**src/verilog/lsi_pkg.sv**
```systemverilog
// constants and types shared by the indicator pattern generator
// assumes a single 40 MHz system clock feeding every pattern counter
package lsi_pkg;

  //////////////////////////////////////////////////////////////////////////
  // clock and channel count
  localparam int CLK_HZ        = 40_000_000;  // system clock rate
  localparam int CLK_PER_MS    = CLK_HZ / 1000;
  localparam int CHANNELS      = 5;           // traffic indicators

  //////////////////////////////////////////////////////////////////////////
  // pattern timing, in milliseconds, then in clock cycles
  localparam int FLASH_MS      = 20;   // visible pulse per traffic event
  localparam int SLOW_HALF_MS  = 500;  // slow blink / waver half period
  localparam int FAST_HALF_MS  = 125;  // fast blink / waver half period
  localparam int RUN_STEP_MS   = 150;  // dwell of one running step
  localparam int FLASH_CYC     = FLASH_MS * CLK_PER_MS;
  localparam int SLOW_HALF_CYC = SLOW_HALF_MS * CLK_PER_MS;
  localparam int FAST_HALF_CYC = FAST_HALF_MS * CLK_PER_MS;
  localparam int RUN_STEP_CYC  = RUN_STEP_MS * CLK_PER_MS;

  //////////////////////////////////////////////////////////////////////////
  // values after reset
  localparam logic RST_LED     = 1'b0;  // every indicator dark
  localparam logic RST_PHASE   = 1'b0;  // blink phases start dark

  //////////////////////////////////////////////////////////////////////////
  // colour index of a dual-colour indicator
  localparam logic COL_FIRST   = 1'b0;  // green (supply) / yellow (traffic)
  localparam logic COL_SECOND  = 1'b1;  // yellow (supply) / red (traffic)

  // indicator patterns, one-hot
  typedef enum logic [7:0] {
    PAT_OFF        = 8'h01,
    PAT_ON         = 8'h02,
    PAT_FLASH      = 8'h04,
    PAT_SLOW_BLINK = 8'h08,
    PAT_FAST_BLINK = 8'h10,
    PAT_SLOW_WAVER = 8'h20,
    PAT_FAST_WAVER = 8'h40,
    PAT_RUNNING    = 8'h80
  } lsi_pat_t;

endpackage

```
**src/verilog/lsi_tick_if.sv**
```systemverilog
// carrier for the shared blink phases and running step strobe
// assumes the timebase drives it and the pattern mapper only reads it
`timescale 1ns/1ps
interface lsi_tick_if;
  logic slow_ph;  // slow blink phase, high = lit / first colour
  logic fast_ph;  // fast blink phase
  logic step;     // one-cycle pulse, advance running sequence
  modport src (output slow_ph, output fast_ph, output step);
  modport snk (input  slow_ph, input  fast_ph, input  step);
endinterface

```
**src/verilog/lsi_led_status.sv**
```systemverilog
// maps device and per-channel state onto supply and traffic indicators
// assumes every status input is already synchronous to MCLK (firmware
// registers and on-chip CAN controllers), so none is resynchronised
`timescale 1ns/1ps

// What this block does
// - one supply, one traffic dual-colour per channel
// - device faults show same pattern on all
// - flash is brief pulse per event
// - slow blink has equal lit and dark
// - fast blink 50 percent, faster than slow
// - waver alternates colours, slow and fast
// - running lights each colour in order
// - normal interface mode: supply steady green
// - unconfigured: supply slow yellow, traffic dark
// - low supply: waver supply, blink traffic yellow
// - idle channel traffic indicator dark
// - message flashes yellow, error frame red
// - firmware update: traffic fast blink yellow
// - error passive: fast blink red
// - overrun steady red until bus off
// - tool session: running on all indicators
// - disk activity: green, traffic fast yellow
// - logger hw and battery faults waver supply and traffic
// - disk full/error: yellow, slow red
// - config or script fault: yellow, fast red
// - logger armed, active, stopped on green
// - script state never shown by default
module lsi_led_status #(
  parameter int unsigned CH        = lsi_pkg::CHANNELS,
  parameter int unsigned FLASH_CYC = lsi_pkg::FLASH_CYC,
  parameter int unsigned SLOW_HALF = lsi_pkg::SLOW_HALF_CYC,
  parameter int unsigned FAST_HALF = lsi_pkg::FAST_HALF_CYC,
  parameter int unsigned RUN_STEP  = lsi_pkg::RUN_STEP_CYC
) (
  input  wire logic          MCLK,
  input  wire logic          RESET_N,
  input  wire logic          LOGGER_MODE,
  input  wire logic          USB_CONFIGURED,
  input  wire logic          LOW_SUPPLY,
  input  wire logic          FW_CONFIG_ERROR,
  input  wire logic          FW_UPDATE,
  input  wire logic          TOOL_SESSION,
  input  wire logic          DISK_ACTIVE,
  input  wire logic          LOG_FW_HW_ERROR,
  input  wire logic          LOG_BATTERY_FAULT,
  input  wire logic          LOG_DISK_FAULT,
  input  wire logic          LOG_CONFIG_FAULT,
  input  wire logic          LOG_ARMED,
  input  wire logic          LOG_ACTIVE,
  input  wire logic          LOG_STOPPED,
  input  wire logic [CH-1:0] CH_MSG,
  input  wire logic [CH-1:0] CH_ERR_FRAME,
  input  wire logic [CH-1:0] CH_ERR_PASSIVE,
  input  wire logic [CH-1:0] CH_OVERRUN,
  input  wire logic [CH-1:0] CH_BUS_OFF,
  output logic               SUPPLY_GREEN,
  output logic               SUPPLY_YELLOW,
  output logic      [CH-1:0] TRAFFIC_YELLOW,
  output logic      [CH-1:0] TRAFFIC_RED
);

  localparam int unsigned RUN_LEN = 2 + 2 * CH;  // colours in sequence
  localparam int unsigned RUN_W   = $clog2(RUN_LEN);
  localparam int unsigned FLASH_W = $clog2(FLASH_CYC + 1);

  // refuse settings the pattern logic cannot honour, at elaboration
  if (CH < 1 || FLASH_CYC < 1 || FAST_HALF < 1 ||
      FAST_HALF >= SLOW_HALF || RUN_STEP < 1) begin : g_bad_setting
    $error("lsi_led_status: bad channel count or pattern timing");
  end

  //////////////////////////////////////////////////////////////////////////
  // shared phases
  lsi_tick_if tick ();

  lsi_timebase #(.SLOW_HALF(SLOW_HALF), .FAST_HALF(FAST_HALF),
                 .RUN_STEP(RUN_STEP))
    u_timebase (.clk(MCLK), .rst_n(RESET_N), .tick(tick));
  // renders a pattern onto the two colours, result is {second, first}
  function automatic logic [1:0] render(input lsi_pkg::lsi_pat_t pat,
                                        input logic col,
                                        input logic slow,
                                        input logic fast,
                                        input logic flash);
    logic [1:0] r;
    r = 2'b00;
    case (pat)
      lsi_pkg::PAT_ON:         r[col] = 1'b1;
      lsi_pkg::PAT_FLASH:      r[col] = flash;
      lsi_pkg::PAT_SLOW_BLINK: r[col] = slow;
      lsi_pkg::PAT_FAST_BLINK: r[col] = fast;
      lsi_pkg::PAT_SLOW_WAVER: r = slow ? 2'b01 : 2'b10;
      lsi_pkg::PAT_FAST_WAVER: r = fast ? 2'b01 : 2'b10;
      default:                 r = 2'b00;                     // off, running
    endcase
    return r;
  endfunction

  //////////////////////////////////////////////////////////////////////////
  // running sequence position
  logic [RUN_W-1:0] run_idx;  // 0 supply green, 1 supply yellow, then ch
  // step through every colour, restart when there is no tool session or in logger mode
  always_ff @(posedge MCLK or negedge RESET_N) begin
    if (!RESET_N) begin
      run_idx <= '0;
    end else if (!TOOL_SESSION || LOGGER_MODE) begin
      run_idx <= '0;  // each session starts on supply green
    end else if (tick.step) begin
      run_idx <= (run_idx == RUN_W'(RUN_LEN - 1)) ? '0
                                                  : run_idx + 1'b1;
    end
  end

  //////////////////////////////////////////////////////////////////////////
  // device-wide selection, highest priority first
  lsi_pkg::lsi_pat_t sup_pat;   // supply pattern
  logic              sup_col;   // supply colour
  logic              glob_en;   // one pattern forced on every channel
  lsi_pkg::lsi_pat_t glob_pat;  // that pattern
  logic              glob_col;  // and its colour
  always_comb begin
    sup_pat  = lsi_pkg::PAT_ON;
    sup_col  = lsi_pkg::COL_FIRST;
    glob_en  = 1'b0;
    glob_pat = lsi_pkg::PAT_OFF;
    glob_col = lsi_pkg::COL_FIRST;
    if (LOGGER_MODE) begin
      if (LOG_FW_HW_ERROR) begin
        sup_pat  = lsi_pkg::PAT_FAST_WAVER;
        glob_en  = 1'b1;
        glob_pat = lsi_pkg::PAT_FAST_WAVER;
      end else if (LOG_BATTERY_FAULT) begin
        sup_pat  = lsi_pkg::PAT_FAST_WAVER;
        glob_en  = 1'b1;
        glob_pat = lsi_pkg::PAT_SLOW_WAVER;
      end else if (LOG_DISK_FAULT) begin
        sup_col  = lsi_pkg::COL_SECOND;
        glob_en  = 1'b1;
        glob_pat = lsi_pkg::PAT_SLOW_BLINK;
        glob_col = lsi_pkg::COL_SECOND;
      end else if (LOG_CONFIG_FAULT) begin
        sup_col  = lsi_pkg::COL_SECOND;
        glob_en  = 1'b1;
        glob_pat = lsi_pkg::PAT_FAST_BLINK;
        glob_col = lsi_pkg::COL_SECOND;
      end else if (LOG_ACTIVE) begin
        sup_pat  = lsi_pkg::PAT_FAST_BLINK;
      end else if (LOG_STOPPED) begin
        sup_pat  = lsi_pkg::PAT_SLOW_BLINK;
      end else if (LOG_ARMED) begin
        sup_pat  = lsi_pkg::PAT_ON;
      end else begin
        sup_pat  = lsi_pkg::PAT_OFF;  // no logger state yet
      end
    end else if (TOOL_SESSION && !DISK_ACTIVE) begin
      sup_pat  = lsi_pkg::PAT_RUNNING;
      glob_en  = 1'b1;
      glob_pat = lsi_pkg::PAT_RUNNING;
    end else if (DISK_ACTIVE || FW_UPDATE) begin
      glob_en  = 1'b1;
      glob_pat = lsi_pkg::PAT_FAST_BLINK;
    end else if (!USB_CONFIGURED) begin
      sup_pat  = lsi_pkg::PAT_SLOW_BLINK;
      sup_col  = lsi_pkg::COL_SECOND;
      glob_en  = 1'b1;
      glob_pat = lsi_pkg::PAT_OFF;
    end else if (FW_CONFIG_ERROR) begin
      sup_pat  = lsi_pkg::PAT_SLOW_WAVER;
      glob_en  = 1'b1;
      glob_pat = lsi_pkg::PAT_SLOW_WAVER;
    end else if (LOW_SUPPLY) begin
      sup_pat  = lsi_pkg::PAT_SLOW_WAVER;
      glob_en  = 1'b1;
      glob_pat = lsi_pkg::PAT_SLOW_BLINK;
    end
    // otherwise steady green with per-channel status
  end

  //////////////////////////////////////////////////////////////////////////
  // supply indicator output register
  logic [1:0] sup_lit;  // {yellow, green}
  assign sup_lit = (sup_pat == lsi_pkg::PAT_RUNNING)
                 ? {run_idx == RUN_W'(1), run_idx == RUN_W'(0)}
                 : render(sup_pat, sup_col, tick.slow_ph, tick.fast_ph, 1'b0);

  // registered so the pins never glitch between patterns
  always_ff @(posedge MCLK or negedge RESET_N) begin
    if (!RESET_N) begin
      SUPPLY_GREEN  <= lsi_pkg::RST_LED;
      SUPPLY_YELLOW <= lsi_pkg::RST_LED;
    end else begin
      SUPPLY_GREEN  <= sup_lit[0];
      SUPPLY_YELLOW <= sup_lit[1];
    end
  end

  //////////////////////////////////////////////////////////////////////////
  // per-channel status: flash stretchers, overrun latch, output
  logic [FLASH_W-1:0] fy_cnt [CH];  // yellow flash time left
  logic [FLASH_W-1:0] fr_cnt [CH];  // red flash time left
  logic [CH-1:0]      ovr;          // overrun seen, cleared by bus off
  for (genvar i = 0; i < CH; i++) begin : g_ch
    lsi_pkg::lsi_pat_t ch_pat;  // channel's own pattern
    logic              ch_col;
    logic [1:0]        ch_lit;  // {red, yellow}
    // each event reloads its own pulse, so a stream looks steady
    always_ff @(posedge MCLK or negedge RESET_N) begin
      if (!RESET_N) begin
        fy_cnt[i] <= '0;
        fr_cnt[i] <= '0;
      end else begin
        if (CH_MSG[i]) fy_cnt[i] <= FLASH_W'(FLASH_CYC);
        else if (fy_cnt[i] != '0) fy_cnt[i] <= fy_cnt[i] - 1'b1;
        if (CH_ERR_FRAME[i]) fr_cnt[i] <= FLASH_W'(FLASH_CYC);
        else if (fr_cnt[i] != '0) fr_cnt[i] <= fr_cnt[i] - 1'b1;
      end
    end

    // a new overrun in the bus-off cycle wins over the clear
    always_ff @(posedge MCLK or negedge RESET_N) begin
      if (!RESET_N) begin
        ovr[i] <= 1'b0;
      end else if (CH_OVERRUN[i]) begin
        ovr[i] <= 1'b1;
      end else if (CH_BUS_OFF[i]) begin
        ovr[i] <= 1'b0;
      end
    end
    // channel priority: overrun, passive, error flash, message flash
    always_comb begin
      ch_col = lsi_pkg::COL_SECOND;
      if (ovr[i]) begin
        ch_pat = lsi_pkg::PAT_ON;
      end else if (CH_ERR_PASSIVE[i]) begin
        ch_pat = lsi_pkg::PAT_FAST_BLINK;
      end else if (fr_cnt[i] != '0) begin
        ch_pat = lsi_pkg::PAT_FLASH;
      end else if (fy_cnt[i] != '0) begin
        ch_pat = lsi_pkg::PAT_FLASH;
        ch_col = lsi_pkg::COL_FIRST;
      end else begin
        ch_pat = lsi_pkg::PAT_OFF;
      end
      // device-wide patterns mask the channel's own status
      if (glob_en && glob_pat == lsi_pkg::PAT_RUNNING) begin
        ch_lit = {run_idx == RUN_W'(3 + 2 * i),
                  run_idx == RUN_W'(2 + 2 * i)};
      end else if (glob_en) begin
        ch_lit = render(glob_pat, glob_col, tick.slow_ph, tick.fast_ph,
                        1'b0);
      end else begin
        ch_lit = render(ch_pat, ch_col, tick.slow_ph, tick.fast_ph, 1'b1);
      end
    end
    // registered pins; no script input can reach them
    always_ff @(posedge MCLK or negedge RESET_N) begin
      if (!RESET_N) begin
        TRAFFIC_YELLOW[i] <= lsi_pkg::RST_LED;
        TRAFFIC_RED[i]    <= lsi_pkg::RST_LED;
      end else begin
        TRAFFIC_YELLOW[i] <= ch_lit[0];
        TRAFFIC_RED[i]    <= ch_lit[1];
      end
    end
  end

  //////////////////////////////////////////////////////////////////////////
  // checks
  property p_one_colour;
    @(posedge MCLK) disable iff (!RESET_N)
      !(SUPPLY_GREEN && SUPPLY_YELLOW) && !(|(TRAFFIC_YELLOW & TRAFFIC_RED));
  endproperty
  a_one_colour: assert property (p_one_colour)
    else $error("an indicator lit in both colours");
  property p_global_same;
    @(posedge MCLK) disable iff (!RESET_N)
      (glob_en && glob_pat != lsi_pkg::PAT_RUNNING) |=>
        (TRAFFIC_RED == {CH{TRAFFIC_RED[0]}}) &&
        (TRAFFIC_YELLOW == {CH{TRAFFIC_YELLOW[0]}});
  endproperty
  a_global_same: assert property (p_global_same)
    else $error("device-wide pattern differs between channels");
  property p_flash_load;
    @(posedge MCLK) disable iff (!RESET_N)
      CH_MSG[0] |=> fy_cnt[0] == FLASH_W'(FLASH_CYC) ##1
                    fy_cnt[0] >= FLASH_W'(FLASH_CYC - 1);
  endproperty
  a_flash_load: assert property (p_flash_load)
    else $error("message flash not started at full length");
  property p_normal_green;
    @(posedge MCLK) disable iff (!RESET_N)
      (!LOGGER_MODE && USB_CONFIGURED && !TOOL_SESSION && !DISK_ACTIVE &&
       !FW_UPDATE && !FW_CONFIG_ERROR && !LOW_SUPPLY) |=>
        SUPPLY_GREEN && !SUPPLY_YELLOW;
  endproperty
  a_normal_green: assert property (p_normal_green)
    else $error("supply not steady green in normal interface mode");
  property p_unconfigured;
    @(posedge MCLK) disable iff (!RESET_N)
      (!LOGGER_MODE && !USB_CONFIGURED && !TOOL_SESSION && !DISK_ACTIVE &&
       !FW_UPDATE) |=> TRAFFIC_YELLOW == '0 && TRAFFIC_RED == '0 &&
                       !SUPPLY_GREEN;
  endproperty
  a_unconfigured: assert property (p_unconfigured)
    else $error("traffic lit or supply green before configuration");
  property p_overrun_red;
    @(posedge MCLK) disable iff (!RESET_N)
      (ovr[0] && !glob_en) |=> TRAFFIC_RED[0] && !TRAFFIC_YELLOW[0];
  endproperty
  a_overrun_red: assert property (p_overrun_red)
    else $error("overrun channel not steady red");
  property p_overrun_hold;
    @(posedge MCLK) disable iff (!RESET_N)
      (ovr[0] && !CH_BUS_OFF[0]) |=> ovr[0];
  endproperty
  a_overrun_hold: assert property (p_overrun_hold)
    else $error("overrun indication dropped before bus off");
  property p_running_one;
    @(posedge MCLK) disable iff (!RESET_N)
      (TOOL_SESSION && !LOGGER_MODE && !DISK_ACTIVE)[*2] |=>
        $onehot({SUPPLY_GREEN, SUPPLY_YELLOW, TRAFFIC_YELLOW, TRAFFIC_RED});
  endproperty
  a_running_one: assert property (p_running_one)
    else $error("running pattern lit other than one colour");
  property p_logger_armed;
    @(posedge MCLK) disable iff (!RESET_N)
      (LOGGER_MODE && LOG_ARMED && !LOG_ACTIVE && !LOG_STOPPED &&
       !LOG_FW_HW_ERROR && !LOG_BATTERY_FAULT && !LOG_DISK_FAULT &&
       !LOG_CONFIG_FAULT) |=> SUPPLY_GREEN && !SUPPLY_YELLOW;
  endproperty
  a_logger_armed: assert property (p_logger_armed)
    else $error("armed logger without steady green supply");

endmodule // lsi_led_status

```
**src/verilog/lsi_timebase.sv**
```systemverilog
// free-running phase generator for blink, waver and running patterns
// assumes one clock and an asynchronous active-low reset
`timescale 1ns/1ps
module lsi_timebase #(
  parameter int unsigned SLOW_HALF = lsi_pkg::SLOW_HALF_CYC,
  parameter int unsigned FAST_HALF = lsi_pkg::FAST_HALF_CYC,
  parameter int unsigned RUN_STEP  = lsi_pkg::RUN_STEP_CYC
) (
  input  wire logic clk,
  input  wire logic rst_n,
  lsi_tick_if.src   tick
);

  // one counter per rate; shared by all indicators so they stay in step
  logic [31:0] slow_cnt;
  logic [31:0] fast_cnt;
  logic [31:0] step_cnt;

  //////////////////////////////////////////////////////////////////////////
  // slow phase: equal lit and dark halves
  always_ff @(posedge clk or negedge rst_n) begin
    if (!rst_n) begin
      slow_cnt     <= '0;
      tick.slow_ph <= lsi_pkg::RST_PHASE;
    end else if (slow_cnt == SLOW_HALF - 1) begin
      slow_cnt     <= '0;
      tick.slow_ph <= !tick.slow_ph;
    end else begin
      slow_cnt     <= slow_cnt + 32'h0000_0001;
    end
  end

  // fast phase: same 50 percent duty, shorter half period
  always_ff @(posedge clk or negedge rst_n) begin
    if (!rst_n) begin
      fast_cnt     <= '0;
      tick.fast_ph <= lsi_pkg::RST_PHASE;
    end else if (fast_cnt == FAST_HALF - 1) begin
      fast_cnt     <= '0;
      tick.fast_ph <= !tick.fast_ph;
    end else begin
      fast_cnt     <= fast_cnt + 32'h0000_0001;
    end
  end

  // running step strobe
  always_ff @(posedge clk or negedge rst_n) begin
    if (!rst_n) begin
      step_cnt  <= '0;
      tick.step <= 1'b0;
    end else begin
      tick.step <= (step_cnt == RUN_STEP - 1);
      step_cnt  <= (step_cnt == RUN_STEP - 1) ? '0
                                              : step_cnt + 32'h0000_0001;
    end
  end

  //////////////////////////////////////////////////////////////////////////
  // checks
  property p_slow_half;
    @(posedge clk) disable iff (!rst_n)
      $changed(tick.slow_ph) |-> $past(slow_cnt) == SLOW_HALF - 1;
  endproperty
  a_slow_half: assert property (p_slow_half)
    else $error("slow phase toggled off its half period");

  property p_fast_half;
    @(posedge clk) disable iff (!rst_n)
      $changed(tick.fast_ph) |-> $past(fast_cnt) == FAST_HALF - 1;
  endproperty
  a_fast_half: assert property (p_fast_half)
    else $error("fast phase toggled off its half period");

endmodule // lsi_timebase

```
**config.mk**
```make
export PLATFORM = sky130hd
export DESIGN_NAME = lsi_led_status
export DESIGN_NICKNAME = d
export VERILOG_FILES = /design/src/verilog/lsi_pkg.sv /design/src/verilog/lsi_tick_if.sv /design/src/verilog/lsi_led_status.sv /design/src/verilog/lsi_timebase.sv
export SDC_FILE = /design/constraint.sdc
export NUM_CORES = 1
export LEC_CHECK = 0
export BUFFER_PORTS_ARGS = -buffer_cell sky130_fd_sc_hd__buf_2
export CAP_MARGIN = 20
export CORE_UTILIZATION = 59
export CTS_CLUSTER_SIZE = 20
export DETAILED_ROUTE_END_ITERATION = 8
export PLACE_DENSITY = 0.77
export SLEW_MARGIN = 20
export SYNTH_ARGS = -nofsm -noshare
export SYNTH_HDL_FRONTEND = slang
export SYNTH_SLANG_ARGS = --single-unit
```
**constraint.sdc**
```tcl
create_clock -name MCLK -period 2.6 [get_ports MCLK]
set_input_delay 0.13 -clock MCLK [delete_from_list [all_inputs] [get_ports MCLK]]
set_output_delay 0.13 -clock MCLK [all_outputs]
set_load 0.01 [all_outputs]
```
==> results.yml <==
detailed_routing:
  drt-initial-drc-count: 832
  wirelength_um: 35000
  drc: 0
  vias: 13043
  viasPerCell: 5.89
  ant_nets: 0
  wl_per_cell_um: 15.8
  first_pass_iters: 8
floorplan:
  die_w_um: 169
  die_h_um: 169
  rows: 60
  die-area_um2: 28700
  top_level_ports: 53
  core-area_um2: 27300
  start_util: 0.607
clocking:
  cts_made_buffers: 36
  cts.sinks: 320
  clkTransAtPathRegs_ns: 0.06
  tritoncts: "done"
  h-tree-depth: 2
  clk-insertion-delay-late_ns: 0.50
  cts_root_buf: "clkbuf_16"
  cts_buffer_depth: 3
  post_cts_buffers: 0
logic_synthesis:
  synthTopCellsByCount: "320 x dfrtp_1, 231 x nor2_1, 126 x xnor2_1"
  synth_most_common_cell: "dfrtp_1"
  avgSynthCellArea_um2: 9.73
  synth.largest_area_cell: "dfrtp_1"
  synth_enable_flop_cells: 0
  synthDistinctLibCells: 69
  synth_top_area_frac: 0.484
  synth.net_count: 1767
  syn_area_um2: 16600
  ys_seq_area_frac: 0.484
  synth-seq-cells: 320
  synthCells: 1701
  yosys_warnings: 0
  synth_area_leaders: "dfrtp_1 48%, xnor2_1 6.7%, nor2_1 5.2%"
  synth_flop_cell: "dfrtp_1"
  async_flop_share: 1.00
power_and_ir_drop:
  power_leakage_uw: 0.00786
  peakVddDrop_uv: 696
  seqPwrFrac: 0.449
  swShare: 0.267
  p_int_uw: 9230
  comb_power_share: 0.143
  power_uw: 12600
  clkPwrFrac: 0.407
  power.density_nw_per_um2: 663
  switchingPower_uw: 3370
place:
  dpl.hpwl_um: 23700
  dpl-instance-area_um2: 17600
  portBuffers: 52
  dp_slack_ns: 0.152
  globalplace.congestion: 0.869
timing:
  relSlewSlack: 0.363
  tns_ns: 0
  grt_setup_unrepaired: "false"
  setup_viol: 0
  post-route-period-util: 0.951
  hold_violations: 0
  clock.fmax_mhz: 404
  fin_ws_ns: 0.126
  worst_pin_slew_ns: 0.947
  report.final.slew_viol_count: 0
  min_period_ns: 2.47
  fin_skew_ns: 0.0171
grt:
  antenna_found_initial: 3
  grt_pass1_vias: 12851
  grt_max_degree: 64
  grtUsageTotal: 0.252
  overflow: 0
  grt_first_pass_wirelength_um: 60200
setup_path:
  cp_top_family: "simple AND/OR/NAND/NOR gates"
  crit_chain: "or4_1 > or4_1 > or2_2 > a31oi_1 > o21bai_1"
  endpoint_kind: "flip-flop"
  arrival_ns: 2.86
  critical_path_class: "flip-flop to flip-flop"
  slowest_stage: "or4_1"
  path_max_fanout: 7
  required_ns: 2.99
  cpPeakStageDelay_ns: 0.66
  crit_path_frequent_cell: "or4_1"
  startpoint_type: "flip-flop"
  crit_buf_inv: 0
cells_and_area:
  final_core_util: 0.697
  fin_area_um2: 19000
  fillers: 2084
  seq_area_um2: 8010
  final_nets: 1886
  area_growth_pct: 14.8
  drive_above_1_share: 0.118
  multi_input_area_um2: 8210
flow_run:
  cap_violations: 0
status:
  outcome: "finished clean"
worst_hold_path:
  hold_path.class: "input port to flip-flop"
==> stage by stage <==
step | std cells | hold slack [ns]
after floorplan | 1701 | -0.166
after global placement | 2133 | 0.132
after detailed placement | 2133 | 0.130
after CTS | 2214 | 0.00262
after global routing | 2215 | 0.0213
final | 2215 | 0.0131
==> flip-flops by register name, indices dropped and copies added, names as in the netlist <==
name                     cells
SUPPLY_GREEN                 1
SUPPLY_YELLOW                1
TRAFFIC_RED                  5
TRAFFIC_YELLOW               5
fr_cnt                     100
fy_cnt                     100
ovr                          5
run_idx                      4
u_timebase.fast_cnt         32
u_timebase.slow_cnt         32
u_timebase.step_cnt         32
u_timebase.tick.fast_ph      1
u_timebase.tick.slow_ph      1
u_timebase.tick.step         1
==> layout by cell type, fill, tap and decap left out, types with 7 or more instances in the layout <==
master	count
or3_1	39
o211ai_1	9
o21ai_0	29
nand2_1	103
buf_2	51
o31ai_1	10
inv_1	46
nor3_1	55
or4b_2	7
a21o_1	7
a2111oi_0	11
and2_1	11
xnor2_1	126
a211oi_1	23
nor2b_1	21
nor3b_1	9
nand3_1	61
or4_1	25
nor4b_1	15
dfrtp_1	320
dlygate4sd3_1	21
nand4_1	57
and3_1	21
a31oi_1	18
clkinv_2	8
a21oi_1	61
or2_2	14
nand2b_1	45
nand3b_1	9
clkbuf_16	37
ha_1	25
nand4b_1	10
nor2_1	231
xor2_1	85
nor4_1	48
and4_1	15
buf_4	49
==> cell families (layout without fill, tap and decap cells) <==
family,count (synthesis),count (layout),share of synthesized area
xor gates and xnor gates,211,211,0.112
adders and majority gates,25,25,0.0189
AOI/OAI and AO/OA,225,225,0.0915
buffers and inverters,92,233,0.0217
DFF,320,320,0.484
muxes,10,10,0.00643
and+or+nand+nor,818,818,0.266
other,0,1,0
==> power by group through the flow <==
stage / Sequential, µW / Clock [µW] / Combinational, µW
after floorplan: 5660 / 0 / 1260
after global placement: 5720 / 0 / 1700
after detailed placement: 5730 / 0 / 1750
after CTS: 5650 / 5240 / 1810
after global routing: 5710 / 5450 / 2040
final: 5660 / 5140 / 1800
==> repair_timing <==
item / 4_1_cts / 5_1_grt
endpoints found under the setup margin: 0 / 1
endpoints found under the hold margin: 103 / 0
gates resized for setup: 0 / 2
hold buffers: 21 / 0
==> path summary, 6_finish.rpt <==
| check | start | end | slack (ns) | cells after the start |
|---|---|---|---|---|
| max | fr_cnt[3] | fr_cnt[8] | 0.13 | 5 |
| min | CH_ERR_FRAME[1] | fr_cnt[76] | 0.01 | 2 |
| max reg2reg | fr_cnt[3] | fr_cnt[8] | 0.13 | 5 |
| min reg2reg | u_timebase.fast_cnt[31] | u_timebase.fast_cnt[31] | 0.46 | 1 |
| max in group asynchronous | RESET_N | fy_cnt[64] | 1.58 | 3 |
| min in group asynchronous | RESET_N | fy_cnt[34] | 0.19 | 2 |
==> routing by layer <==
metal  vias up  track usage  wire length, µm
met5         -            0               27
met4         4       0.0740              844
met3        66       0.0361             1340
met2       255        0.427            16900
met1      6367        0.338            15900
li1       6351            -                -
==> area by class of cell <==
class | count | share of cell area
diodes | 1 | 0.000132
clock buffers | 45 | 0.0535
clock inverters | 15 | 0.00961
inverters | 46 | 0.00909
multi-input cells | 1289 | 0.432
flip-flops and latches | 320 | 0.421
well taps | 372 | 0.0245
repair buffers | 127 | 0.0499
Note: power is estimated with default switching activity, not from simulation.
